==> src/srm_pkg.sv <==
/*
  Shared constants and types for the speed report messaging block:
  register offsets, field positions, reset values, link byte codes
  and the report carrier.
  Assumes a 40 MHz system clock and 8-bit speed values.
*/
`default_nettype none
package srm_pkg;

  // ****************************************************************
  // Clock and timing
  // ****************************************************************
  localparam int CLK_HZ = 40_000_000;
  localparam int MSG_PER_SEC = 10;
  localparam int STREAM_CYCLES = CLK_HZ / MSG_PER_SEC;

  // ****************************************************************
  // Register map (byte addresses)
  // ****************************************************************
  localparam logic [7:0] OFS_CTRL = 8'h00;
  localparam logic [7:0] OFS_FORMAT = 8'h04;
  localparam logic [7:0] OFS_TARGET = 8'h08;
  localparam logic [7:0] OFS_UNIT_ADDR = 8'h0C;
  localparam logic [7:0] OFS_THRESH0 = 8'h10;
  localparam logic [7:0] OFS_THRESH3 = 8'h1C;
  localparam logic [7:0] OFS_SPEED_A = 8'h20;
  localparam logic [7:0] OFS_SPEED_B = 8'h24;

  // Control register bit positions
  localparam int CTRL_XMIT_ON = 0;
  localparam int CTRL_HANDSHAKE = 1;
  localparam int CTRL_MULTIDROP = 2;
  localparam int CTRL_LOCK = 3;
  localparam int CTRL_UNLOCK = 4;

  // Reset values
  localparam logic [7:0] THR_LOW_RST = 8'h00;
  localparam logic [7:0] THR_HIGH_RST = 8'hFF;
  localparam logic [7:0] UNIT_ADDR_RST = 8'h02;

  // In multi-drop mode only this unit address answers plain polled-status requests
  localparam logic [7:0] PLAIN_POLL_ADDR = 8'h02;

  // ****************************************************************
  // Link byte codes and frame layout
  // ****************************************************************
  localparam logic [7:0] REQ_POLL = 8'h10;
  localparam logic [7:0] REQ_ADDR_POLL = 8'h11;
  localparam logic [7:0] FRM_START = 8'h02;
  localparam logic [7:0] FRM_TERM = 8'h0D;
  localparam logic [2:0] FRAME_LAST = 3'h7;

  localparam logic [1:0] RESP_OKAY = 2'b00;
  localparam logic [1:0] RESP_SLVERR = 2'b10;

  typedef enum logic [2:0] {
    simple_ascii_format,
    simple_ascii_format_alt,
    binary_report_format,
    binary_report_format_ext,
    column_format,
    serial_short_format,
    polled_status_format
  } srm_fmt_t;

  typedef enum logic [1:0] {
    tgt_baseball,
    tgt_carnival,
    tgt_car,
    tgt_tennis
  } srm_tgt_t;

  typedef struct packed {
    logic [7:0] live;
    logic [7:0] peak;
    logic [7:0] hit;
    logic [7:0] locked;
    logic [7:0] highest;
  } srm_speeds_t;

endpackage
`default_nettype wire

==> src/srm_top.sv <==
/*
  Speed report messaging block: AXI4-Lite register slave, speed
  capture with per-target thresholds, streaming and polled framing
  onto a byte-wide serial link with a line driver enable.
  Assumes an external UART that takes one byte per valid/ready
  handshake and hands received bytes in as one-cycle strobes.
*/
// Summary of operation
// - Speeds captured only while transmitter is on
// - Polled-status format never streams
// - Stream one message per fixed period
// - Handshake mode: one packet per request
// - Multi-drop unit talks only when asked
// - Multi-drop plain poll answered only at address 2
// - Addressed poll returns configured format once
// - Only matching address replies to addressed poll
// - Report live, peak, hit, locked, highest
// - Carnival produces no hit speed
// - Car mode: live, peak, lock capture
// - Suppress speeds below per-target low threshold
// - Suppress speeds above per-target high threshold
`timescale 1ns/10ps
`default_nettype none
module srm_top
  import srm_pkg::*;
#(
  parameter int STREAM_PERIOD = STREAM_CYCLES
) (
  // Clock and reset
  input wire logic i_clk_sys,
  input wire logic i_rst_n,
  // AXI4-Lite write channels
  input wire logic [7:0] i_s_axi_awaddr,
  input wire logic i_s_axi_awvalid,
  output logic o_s_axi_awready,
  input wire logic [31:0] i_s_axi_wdata,
  input wire logic [3:0] i_s_axi_wstrb,
  input wire logic i_s_axi_wvalid,
  output logic o_s_axi_wready,
  output logic [1:0] o_s_axi_bresp,
  output logic o_s_axi_bvalid,
  input wire logic i_s_axi_bready,
  // AXI4-Lite read channels
  input wire logic [7:0] i_s_axi_araddr,
  input wire logic i_s_axi_arvalid,
  output logic o_s_axi_arready,
  output logic [31:0] o_s_axi_rdata,
  output logic [1:0] o_s_axi_rresp,
  output logic o_s_axi_rvalid,
  input wire logic i_s_axi_rready,
  // Radar front end
  input wire logic i_spd_valid,
  input wire logic [7:0] i_spd,
  input wire logic i_hit_valid,
  input wire logic [7:0] i_hit_spd,
  input wire logic i_tgt_end,
  output logic o_xmit_on,
  // Serial link, byte level
  input wire logic i_rx_valid,
  input wire logic [7:0] i_rx_byte,
  output logic o_tx_valid,
  output logic [7:0] o_tx_byte,
  input wire logic i_tx_ready,
  output logic o_line_drive_en
);

  // ****************************************************************
  // Functions
  // ****************************************************************
  function automatic logic in_window(input logic [7:0] s, input logic [7:0] lo,
                                     input logic [7:0] hi);
    in_window = (s >= lo) && (s <= hi);
  endfunction

  function automatic logic [7:0] max8(input logic [7:0] a, input logic [7:0] b);
    max8 = (a > b) ? a : b;
  endfunction

  // Byte lane merge for partial writes
  function automatic logic [31:0] merge(input logic [31:0] old, input logic [31:0] d,
                                        input logic [3:0] strb);
    logic [31:0] r;
    r = old;
    for (int i = 0; i < 4; i++) begin
      if (strb[i]) begin
        r[i*8 +: 8] = d[i*8 +: 8];
      end
    end
    merge = r;
  endfunction

  // Frame: start, format, live, peak, hit, locked, highest, terminator
  function automatic logic [7:0] frame_byte(input logic [2:0] idx, input srm_fmt_t f,
                                            input srm_speeds_t s);
    case (idx)
      3'h0: frame_byte = FRM_START;
      3'h1: frame_byte = {5'h00, f};
      3'h2: frame_byte = s.live;
      3'h3: frame_byte = s.peak;
      3'h4: frame_byte = s.hit;
      3'h5: frame_byte = s.locked;
      3'h6: frame_byte = s.highest;
      default: frame_byte = FRM_TERM;
    endcase
  endfunction

  // ****************************************************************
  // Registers
  // ****************************************************************
  logic xmit_on;
  logic handshake;
  logic multidrop;
  logic lock_pulse;
  logic unlock_pulse;
  srm_fmt_t fmt;
  srm_tgt_t tgt;
  logic [7:0] unit_addr;
  logic [7:0] thr_lo [4];
  logic [7:0] thr_hi [4];
  srm_speeds_t spd;

  logic aw_hold;
  logic w_hold;
  logic [7:0] aw_addr;
  logic [31:0] w_data;
  logic [3:0] w_strb;
  logic do_write;
  logic [31:0] cur_word;
  logic cur_ok;
  logic hit_ok;

  assign do_write = aw_hold && w_hold && !o_s_axi_bvalid;

  // Read-back word for a given address, also the base for partial writes
  function automatic logic [31:0] read_word(input logic [7:0] a, output logic ok);
    ok = 1'b1;
    read_word = 32'h0000_0000;
    if (a == OFS_CTRL) begin
      read_word = {29'h0000_0000, multidrop, handshake, xmit_on};
    end else if (a == OFS_FORMAT) begin
      read_word = {29'h0000_0000, fmt};
    end else if (a == OFS_TARGET) begin
      read_word = {30'h0000_0000, tgt};
    end else if (a == OFS_UNIT_ADDR) begin
      read_word = {24'h00_0000, unit_addr};
    end else if (a >= OFS_THRESH0 && a <= OFS_THRESH3 && a[1:0] == 2'b00) begin
      read_word = {16'h0000, thr_hi[a[3:2]], thr_lo[a[3:2]]};
    end else if (a == OFS_SPEED_A) begin
      read_word = {spd.live, spd.peak, spd.hit, spd.locked};
    end else if (a == OFS_SPEED_B) begin
      read_word = {24'h00_0000, spd.highest};
    end else begin
      ok = 1'b0;
    end
  endfunction

  always_comb begin
    cur_ok = 1'b0;
    cur_word = read_word(aw_addr, cur_ok);
  end

  // Write address and data taken in either order, one write in flight
  always_ff @(posedge i_clk_sys or negedge i_rst_n) begin
    if (!i_rst_n) begin
      aw_hold <= 1'b0;
      w_hold <= 1'b0;
      aw_addr <= 8'h00;
      w_data <= 32'h0000_0000;
      w_strb <= 4'h0;
      o_s_axi_awready <= 1'b0;
      o_s_axi_wready <= 1'b0;
      o_s_axi_bvalid <= 1'b0;
      o_s_axi_bresp <= RESP_OKAY;
    end else begin
      o_s_axi_awready <= !aw_hold && !(i_s_axi_awvalid && o_s_axi_awready);
      o_s_axi_wready <= !w_hold && !(i_s_axi_wvalid && o_s_axi_wready);
      if (i_s_axi_awvalid && o_s_axi_awready) begin
        aw_hold <= 1'b1;
        aw_addr <= i_s_axi_awaddr;
      end
      if (i_s_axi_wvalid && o_s_axi_wready) begin
        w_hold <= 1'b1;
        w_data <= i_s_axi_wdata;
        w_strb <= i_s_axi_wstrb;
      end
      if (do_write) begin
        aw_hold <= 1'b0;
        w_hold <= 1'b0;
        o_s_axi_bvalid <= 1'b1;
        o_s_axi_bresp <= cur_ok ? RESP_OKAY : RESP_SLVERR; // Unmapped writes dropped
      end else if (o_s_axi_bvalid && i_s_axi_bready) begin
        o_s_axi_bvalid <= 1'b0;
      end
    end
  end

  // Software-written configuration
  always_ff @(posedge i_clk_sys or negedge i_rst_n) begin
    if (!i_rst_n) begin
      xmit_on <= 1'b0;
      handshake <= 1'b0;
      multidrop <= 1'b0;
      lock_pulse <= 1'b0;
      unlock_pulse <= 1'b0;
      fmt <= simple_ascii_format;
      tgt <= tgt_baseball;
      unit_addr <= UNIT_ADDR_RST;
      for (int i = 0; i < 4; i++) begin
        thr_lo[i] <= THR_LOW_RST;
        thr_hi[i] <= THR_HIGH_RST;
      end
    end else begin
      lock_pulse <= 1'b0;
      unlock_pulse <= 1'b0;
      if (do_write) begin
        logic [31:0] m;
        m = merge(cur_word, w_data, w_strb);
        if (aw_addr == OFS_CTRL) begin
          xmit_on <= m[CTRL_XMIT_ON];
          handshake <= m[CTRL_HANDSHAKE];
          multidrop <= m[CTRL_MULTIDROP];
          lock_pulse <= w_strb[0] && w_data[CTRL_LOCK];
          unlock_pulse <= w_strb[0] && w_data[CTRL_UNLOCK];
        end else if (aw_addr == OFS_FORMAT) begin
          // Codes above the last format are ignored
          if (m[2:0] <= 3'(polled_status_format)) begin
            fmt <= srm_fmt_t'(m[2:0]);
          end
        end else if (aw_addr == OFS_TARGET) begin
          tgt <= srm_tgt_t'(m[1:0]);
        end else if (aw_addr == OFS_UNIT_ADDR) begin
          unit_addr <= m[7:0];
        end else if (aw_addr >= OFS_THRESH0 && aw_addr <= OFS_THRESH3 &&
                     aw_addr[1:0] == 2'b00) begin
          thr_lo[aw_addr[3:2]] <= m[7:0];
          thr_hi[aw_addr[3:2]] <= m[15:8];
        end
      end
    end
  end

  // Registered read answer, one cycle after the address is taken
  always_ff @(posedge i_clk_sys or negedge i_rst_n) begin
    if (!i_rst_n) begin
      o_s_axi_arready <= 1'b0;
      o_s_axi_rvalid <= 1'b0;
      o_s_axi_rdata <= 32'h0000_0000;
      o_s_axi_rresp <= RESP_OKAY;
    end else begin
      if (i_s_axi_arvalid && o_s_axi_arready) begin
        logic ok;
        o_s_axi_arready <= 1'b0;
        o_s_axi_rvalid <= 1'b1;
        o_s_axi_rdata <= read_word(i_s_axi_araddr, ok);
        o_s_axi_rresp <= ok ? RESP_OKAY : RESP_SLVERR;
      end else if (o_s_axi_rvalid && i_s_axi_rready) begin
        o_s_axi_rvalid <= 1'b0;
        o_s_axi_arready <= 1'b1;
      end else if (!o_s_axi_rvalid) begin
        o_s_axi_arready <= 1'b1;
      end
    end
  end

  // ****************************************************************
  // Speed capture
  // ****************************************************************
  logic spd_ok;
  assign spd_ok = xmit_on && i_spd_valid &&
                  in_window(i_spd, thr_lo[tgt], thr_hi[tgt]);
  assign hit_ok = xmit_on && i_hit_valid && tgt != tgt_carnival &&
                  in_window(i_hit_spd, thr_lo[tgt], thr_hi[tgt]);

  // Peak follows the current target; highest survives until reset
  always_ff @(posedge i_clk_sys or negedge i_rst_n) begin
    if (!i_rst_n) begin
      spd <= '0;
    end else begin
      if (i_tgt_end) begin
        spd.live <= 8'h00;
        spd.peak <= 8'h00;
      end else if (spd_ok) begin
        spd.live <= i_spd;
        spd.peak <= max8(spd.peak, i_spd);
      end
      if (spd_ok) begin
        spd.highest <= max8(spd.highest, i_spd);
      end
      if (tgt == tgt_carnival) begin
        spd.hit <= 8'h00;
      end else if (hit_ok) begin
        spd.hit <= i_hit_spd;
      end
      if (lock_pulse && tgt == tgt_car) begin
        spd.locked <= spd.live;
      end else if (unlock_pulse) begin
        spd.locked <= 8'h00;
      end
    end
  end

  always_ff @(posedge i_clk_sys or negedge i_rst_n) begin
    if (!i_rst_n) begin
      o_xmit_on <= 1'b0;
    end else begin
      o_xmit_on <= xmit_on;
    end
  end

  // ****************************************************************
  // Stream timer
  // ****************************************************************
  logic [31:0] stream_cnt;
  logic stream_en;
  logic stream_tick;
  assign stream_en = xmit_on && !multidrop && !handshake &&
                     fmt != polled_status_format;
  assign stream_tick = stream_en && stream_cnt == 32'(STREAM_PERIOD - 1);

  always_ff @(posedge i_clk_sys or negedge i_rst_n) begin
    if (!i_rst_n) begin
      stream_cnt <= 32'h0000_0000;
    end else if (!stream_en || stream_tick) begin
      stream_cnt <= 32'h0000_0000;
    end else begin
      stream_cnt <= stream_cnt + 32'h0000_0001;
    end
  end

  // ****************************************************************
  // Request parser
  // ****************************************************************
  typedef enum logic {rx_idle, rx_addr} srm_rx_t;
  srm_rx_t rx_state;
  logic poll_req;
  logic addr_req;

  // Plain polls: handshake mode, or multi-drop at the fixed address
  assign poll_req = rx_state == rx_idle && i_rx_valid && i_rx_byte == REQ_POLL &&
                    xmit_on && (multidrop ? unit_addr == PLAIN_POLL_ADDR
                                          : handshake);
  assign addr_req = rx_state == rx_addr && i_rx_valid &&
                    multidrop && i_rx_byte == unit_addr;

  always_ff @(posedge i_clk_sys or negedge i_rst_n) begin
    if (!i_rst_n) begin
      rx_state <= rx_idle;
    end else begin
      case (rx_state)
        rx_idle: begin
          if (i_rx_valid && i_rx_byte == REQ_ADDR_POLL && multidrop) begin
            rx_state <= rx_addr;
          end
        end
        default: begin
          if (i_rx_valid) begin
            rx_state <= rx_idle;
          end
        end
      endcase
    end
  end

  // ****************************************************************
  // Frame transmitter
  // ****************************************************************
  typedef enum logic {tx_idle, tx_send} srm_tx_t;
  srm_tx_t tx_state;
  logic pend;
  srm_fmt_t pend_fmt;
  srm_fmt_t snap_fmt;
  srm_speeds_t snap_spd;
  logic [2:0] idx;
  logic start;
  assign start = tx_state == tx_idle && pend;

  // A new request in the start cycle stays pending
  always_ff @(posedge i_clk_sys or negedge i_rst_n) begin
    if (!i_rst_n) begin
      pend <= 1'b0;
      pend_fmt <= simple_ascii_format;
    end else if (poll_req) begin
      pend <= 1'b1;
      pend_fmt <= polled_status_format;
    end else if (addr_req || stream_tick) begin
      pend <= 1'b1;
      pend_fmt <= fmt;
    end else if (start) begin
      pend <= 1'b0;
    end
  end

  // Driver enabled only for our own reply, never between frames
  always_ff @(posedge i_clk_sys or negedge i_rst_n) begin
    if (!i_rst_n) begin
      tx_state <= tx_idle;
      idx <= 3'h0;
      snap_fmt <= simple_ascii_format;
      snap_spd <= '0;
      o_tx_valid <= 1'b0;
      o_tx_byte <= 8'h00;
      o_line_drive_en <= 1'b0;
    end else begin
      case (tx_state)
        tx_idle: begin
          if (start) begin
            tx_state <= tx_send;
            idx <= 3'h0;
            snap_fmt <= pend_fmt;
            snap_spd <= spd;
            o_tx_valid <= 1'b1;
            o_tx_byte <= frame_byte(3'h0, pend_fmt, spd);
            o_line_drive_en <= 1'b1;
          end
        end
        default: begin
          if (o_tx_valid && i_tx_ready) begin
            if (idx == FRAME_LAST) begin
              tx_state <= tx_idle;
              o_tx_valid <= 1'b0;
              o_line_drive_en <= 1'b0;
            end else begin
              idx <= idx + 3'h1;
              o_tx_byte <= frame_byte(idx + 3'h1, snap_fmt, snap_spd);
            end
          end
        end
      endcase
    end
  end

endmodule
`default_nettype wire

==> config.mk <==
export PLATFORM = sky130hd
export DESIGN_NAME = srm_top
export DESIGN_NICKNAME = d
export VERILOG_FILES = /design/src/srm_pkg.sv /design/src/srm_top.sv
export SDC_FILE = /design/constraint.sdc
export NUM_CORES = 1
export LEC_CHECK = 0
export BUFFER_PORTS_ARGS = -buffer_cell sky130_fd_sc_hd__clkbuf_2
export CORE_MARGIN = 8
export CORE_UTILIZATION = 65
export DETAILED_ROUTE_END_ITERATION = 10
export GPL_ROUTABILITY_DRIVEN = 0
export GPL_TIMING_DRIVEN = 0
export PLACE_DENSITY_LB_ADDON = 0.15
export SYNTH_ARGS = -nofsm -noshare
export SYNTH_HDL_FRONTEND = slang
export SYNTH_SLANG_ARGS = --single-unit
==> constraint.sdc <==
create_clock -name i_clk_sys -period 6 [get_ports i_clk_sys]
set_input_delay 0.6 -clock i_clk_sys [delete_from_list [all_inputs] [get_ports i_clk_sys]]
set_output_delay 0.6 -clock i_clk_sys [all_outputs]
set_load 0.01 [all_outputs]
==> flow_summary.ini <==
[run_status]
outcome = completed

[clocking]
post_cts.repair.setup_buffers = 0
postCtsResizedCells = 0
clock_tree.htree_level_count = 1
cts_hold_buf = 0
clock_sinks = 283
clock_tree.root_cell = clkbuf_16
clk_latency_ns = 0.57
tritoncts = yes
cts.clk_slew.worst_paths_ns = 0.06
clk_path_buf_depth = 3
cts_buffers = 30

[critical_path]
timing.critical_path.to_type = register
critPathKind = reg -> reg
worst_ep_required_time_ns = 6.46
worstSetupStartpointType = register
crit_path_cell_trace = buf_1 > clkbuf_1 > mux4_2 > inv_1 > ha_1 > a21o_1 > a2111oi_0 > o31ai_1 > o41ai_1 > nand3_1 > mux2i_1
worst-path-max-fanout = 10
cpPeakStageDelay_ns = 0.64
cpMaxStageDelayCell = clkbuf_1
arrival_time_of_data_at_the_critical_path_endpoint_ns = 4.85

[die]
initial_cell_density_of_the_core = 0.665
dieWidth_um = 168
standard_cell_core_area_um2 = 22700
die_h_um = 168
design.die.area_um2 = 28400
io_pins = 140
core.rowCount = 55

[logic_synthesis]
synth.most_common_cell = dfrtp_1
yosys.cell_types.count = 72
synth_top_area_frac = 0.414
synth.yosys.seq_area_share = 0.471
yosys_most_used_dff = dfrtp_1
netlist_area_um2 = 15100
synth_commonest_cells = dfrtp_1 (250), nand2_1 (222), mux2_2 (98), nor2_1 (80), o21ai_0 (57)
synth_top_cells_by_area = dfrtp_1 (41%), mux2_2 (7.3%), mux4_2 (7.2%), dfstp_2 (5.7%), nand2_1 (5.5%)
synthesized_instance_count = 1378
synth-edff-count = 0
synthArstFlopShare = 1.00
synthesis.area_per_instance_um2 = 11.0
yosys_register_bits = 283
ys_warn_count = 0
synth_top_cell_by_area = dfrtp_1

[sta]
layout_min_cycle_time_ns = 4.39
setup-violations-final = 0
post-route-period-util = 0.731
final.setup_skew_ns = 0.0146
top_achievable_clock_speed_mhz = 228
report.final.slew_viol_count = 0
hold_viol = 0
slew-limit-headroom = 0.340
timing.final.ws_setup_ns = 1.61
worst_pin_slew_ns = 0.977
hold_ws_ns = 0.0496
grt_setup_unrepaired = false

[power]
clock_power_share = 0.333
worst_ir_drop_vdd_mv = 0.279
seq_power_share = 0.412
power_frac_comb = 0.255
internal_power_mw = 3.94
cellLeakagePower_nw = 7.87
power.switching_fraction = 0.329
power.density_nw_per_um2 = 342
switching_power_mw = 1.94

[final_layout]
layout_overhead_on_the_synthesized_area_pct = 13.8
post_route_design_area_um2 = 17200
final_layout_size_suffix_gt1_frac = 0.254
layout.nets = 1674

[routing]
drt-total-wl_mm = 41.7
ant_nets = 0
drt_pre_antenna_iters = 6
dr_total_vias = 11900
route.detailed.vias_per_inst = 6.46
post_drt_wl_per_cell_um = 22.7
drt_iter0_drc = 1249
drc_violation_count_after_routing = 0

[global_route]
first_global_vias = 12100
initial_antenna_violation_count = 3
wire_length_of_the_first_global_routing_pass_mm = 66.3
gr-usage-all-layers = 0.294
pin_count_of_the_biggest_net_entering_global_routing = 86
grt_remaining_overflow = 0

[min_path]
hold_path_class = in -> async

[place]
pre_cts_worst_setup_slack_ns = 1.77
hpwlAfterDp_mm = 30.6
dpl_cell_area_um2 = 16100
numPortBuffers = 117

[flow_run]
drv_cap = 0
==> flip-flops by register name, summed over array words and instances, names as in the netlist, 2 cells and up <==
name	count
aw_addr	8
fmt	3
idx	3
o_s_axi_rdata	32
o_tx_byte	8
pend_fmt	3
snap_fmt	3
snap_spd	40
spd	40
stream_cnt	32
tgt	2
thr_hi	32
thr_lo	32
unit_addr	8
w_data	16
w_strb	2
==> worst paths after layout <==
check                          startpoint             end  slack, ns  cells past startpoint
min                               i_rst_n  stream_cnt[26]       0.05                      1
max reg2reg                        tgt[1]         spd[30]       1.61                     11
min in group i_clk_sys     i_s_axi_bready  o_s_axi_bvalid       0.21                      2
max in group asynchronous         i_rst_n      thr_hi[18]       4.85                      3
min reg2reg                        w_hold  o_s_axi_wready       0.44                      1
max                                tgt[1]         spd[30]       1.61                     11
==> stage by stage <==
stage               total power [mW]  setup TNS, ns  instances   util
floorplan                       3.38              0       1379      -
global placement                3.84        -344.86       1781  0.707
detailed placement              3.90              0       1784  0.711
CTS                             5.86              0       1839  0.757
global route                    6.10              0       1839  0.757
finish                          5.88              0       1840  0.757
==> logic make-up after synthesis <==
logic type / after synthesis / synth area share
flip-flops: 283 / 0.471
AND/OR/NAND/NOR: 472 / 0.149
AO/OA/AOI/OAI: 237 / 0.114
adder cells (fa/ha/maj): 55 / 0.0455
XOR/XNOR: 38 / 0.0220
other: 1 / 0.000248
multiplexers: 176 / 0.164
buffers and inverters: 116 / 0.0334
==> critical path: cells and delay by family, from the launching register on <==
kind | cells | cell delay, ns
buffers and inverters | 3 | 1.31
adder cells (fa/ha/maj) | 1 | 0.27
AO/OA/AOI/OAI | 4 | 0.89
AND/OR/NAND/NOR | 1 | 0.63
flip-flops | 1 | 0.41
multiplexers | 2 | 0.75
==> metal layers <==
layer	vias up	global-route usage	wire, um
met5	-	0	29
met4	4	0.123	1860
met3	145	0.0554	3260
met2	590	0.471	19600
met1	5823	0.389	17000
li1	5316	-	-
==> power groups by stage <==
stage / combinational [mW] / sequential [mW] / clock [mW]
6_report: 1.50 / 2.42 / 1.96
5_1_grt: 1.61 / 2.45 / 2.05
4_1_cts: 1.47 / 2.41 / 1.97
3_5_place_dp: 1.46 / 2.44 / 0
3_3_place_gp: 1.41 / 2.43 / 0
2_1_floorplan: 1.01 / 2.37 / 0
==> area by class of cell <==
type	count	area (um2)
buffer	75	350
inverter	41	154
clock buffer	37	848
clock inverter	18	204
antenna	1	2.50
fill	1562	5510
sequential	283	7120
tap	285	357
timing repair buffer	120	677
multi-input combinational	980	7490
==> placed cells by master, fill, tap and decap left out, types with 34 or more instances in the layout <==
| cell type | Yosys | layout |
|---|---|---|
| dfrtp_1 | 250 | 250 |
| clkbuf_1 | 40 | 41 |
| clkbuf_2 | 0 | 116 |
| a21oi_1 | 35 | 35 |
| nand3_1 | 38 | 38 |
| nor2_1 | 80 | 80 |
| inv_1 | 41 | 41 |
| nand2b_1 | 34 | 34 |
| mux2_2 | 98 | 98 |
| o21ai_0 | 57 | 57 |
| nand2_1 | 222 | 222 |
| mux4_2 | 48 | 48 |
| ha_1 | 55 | 55 |
(Power assumes the default switching activity.)
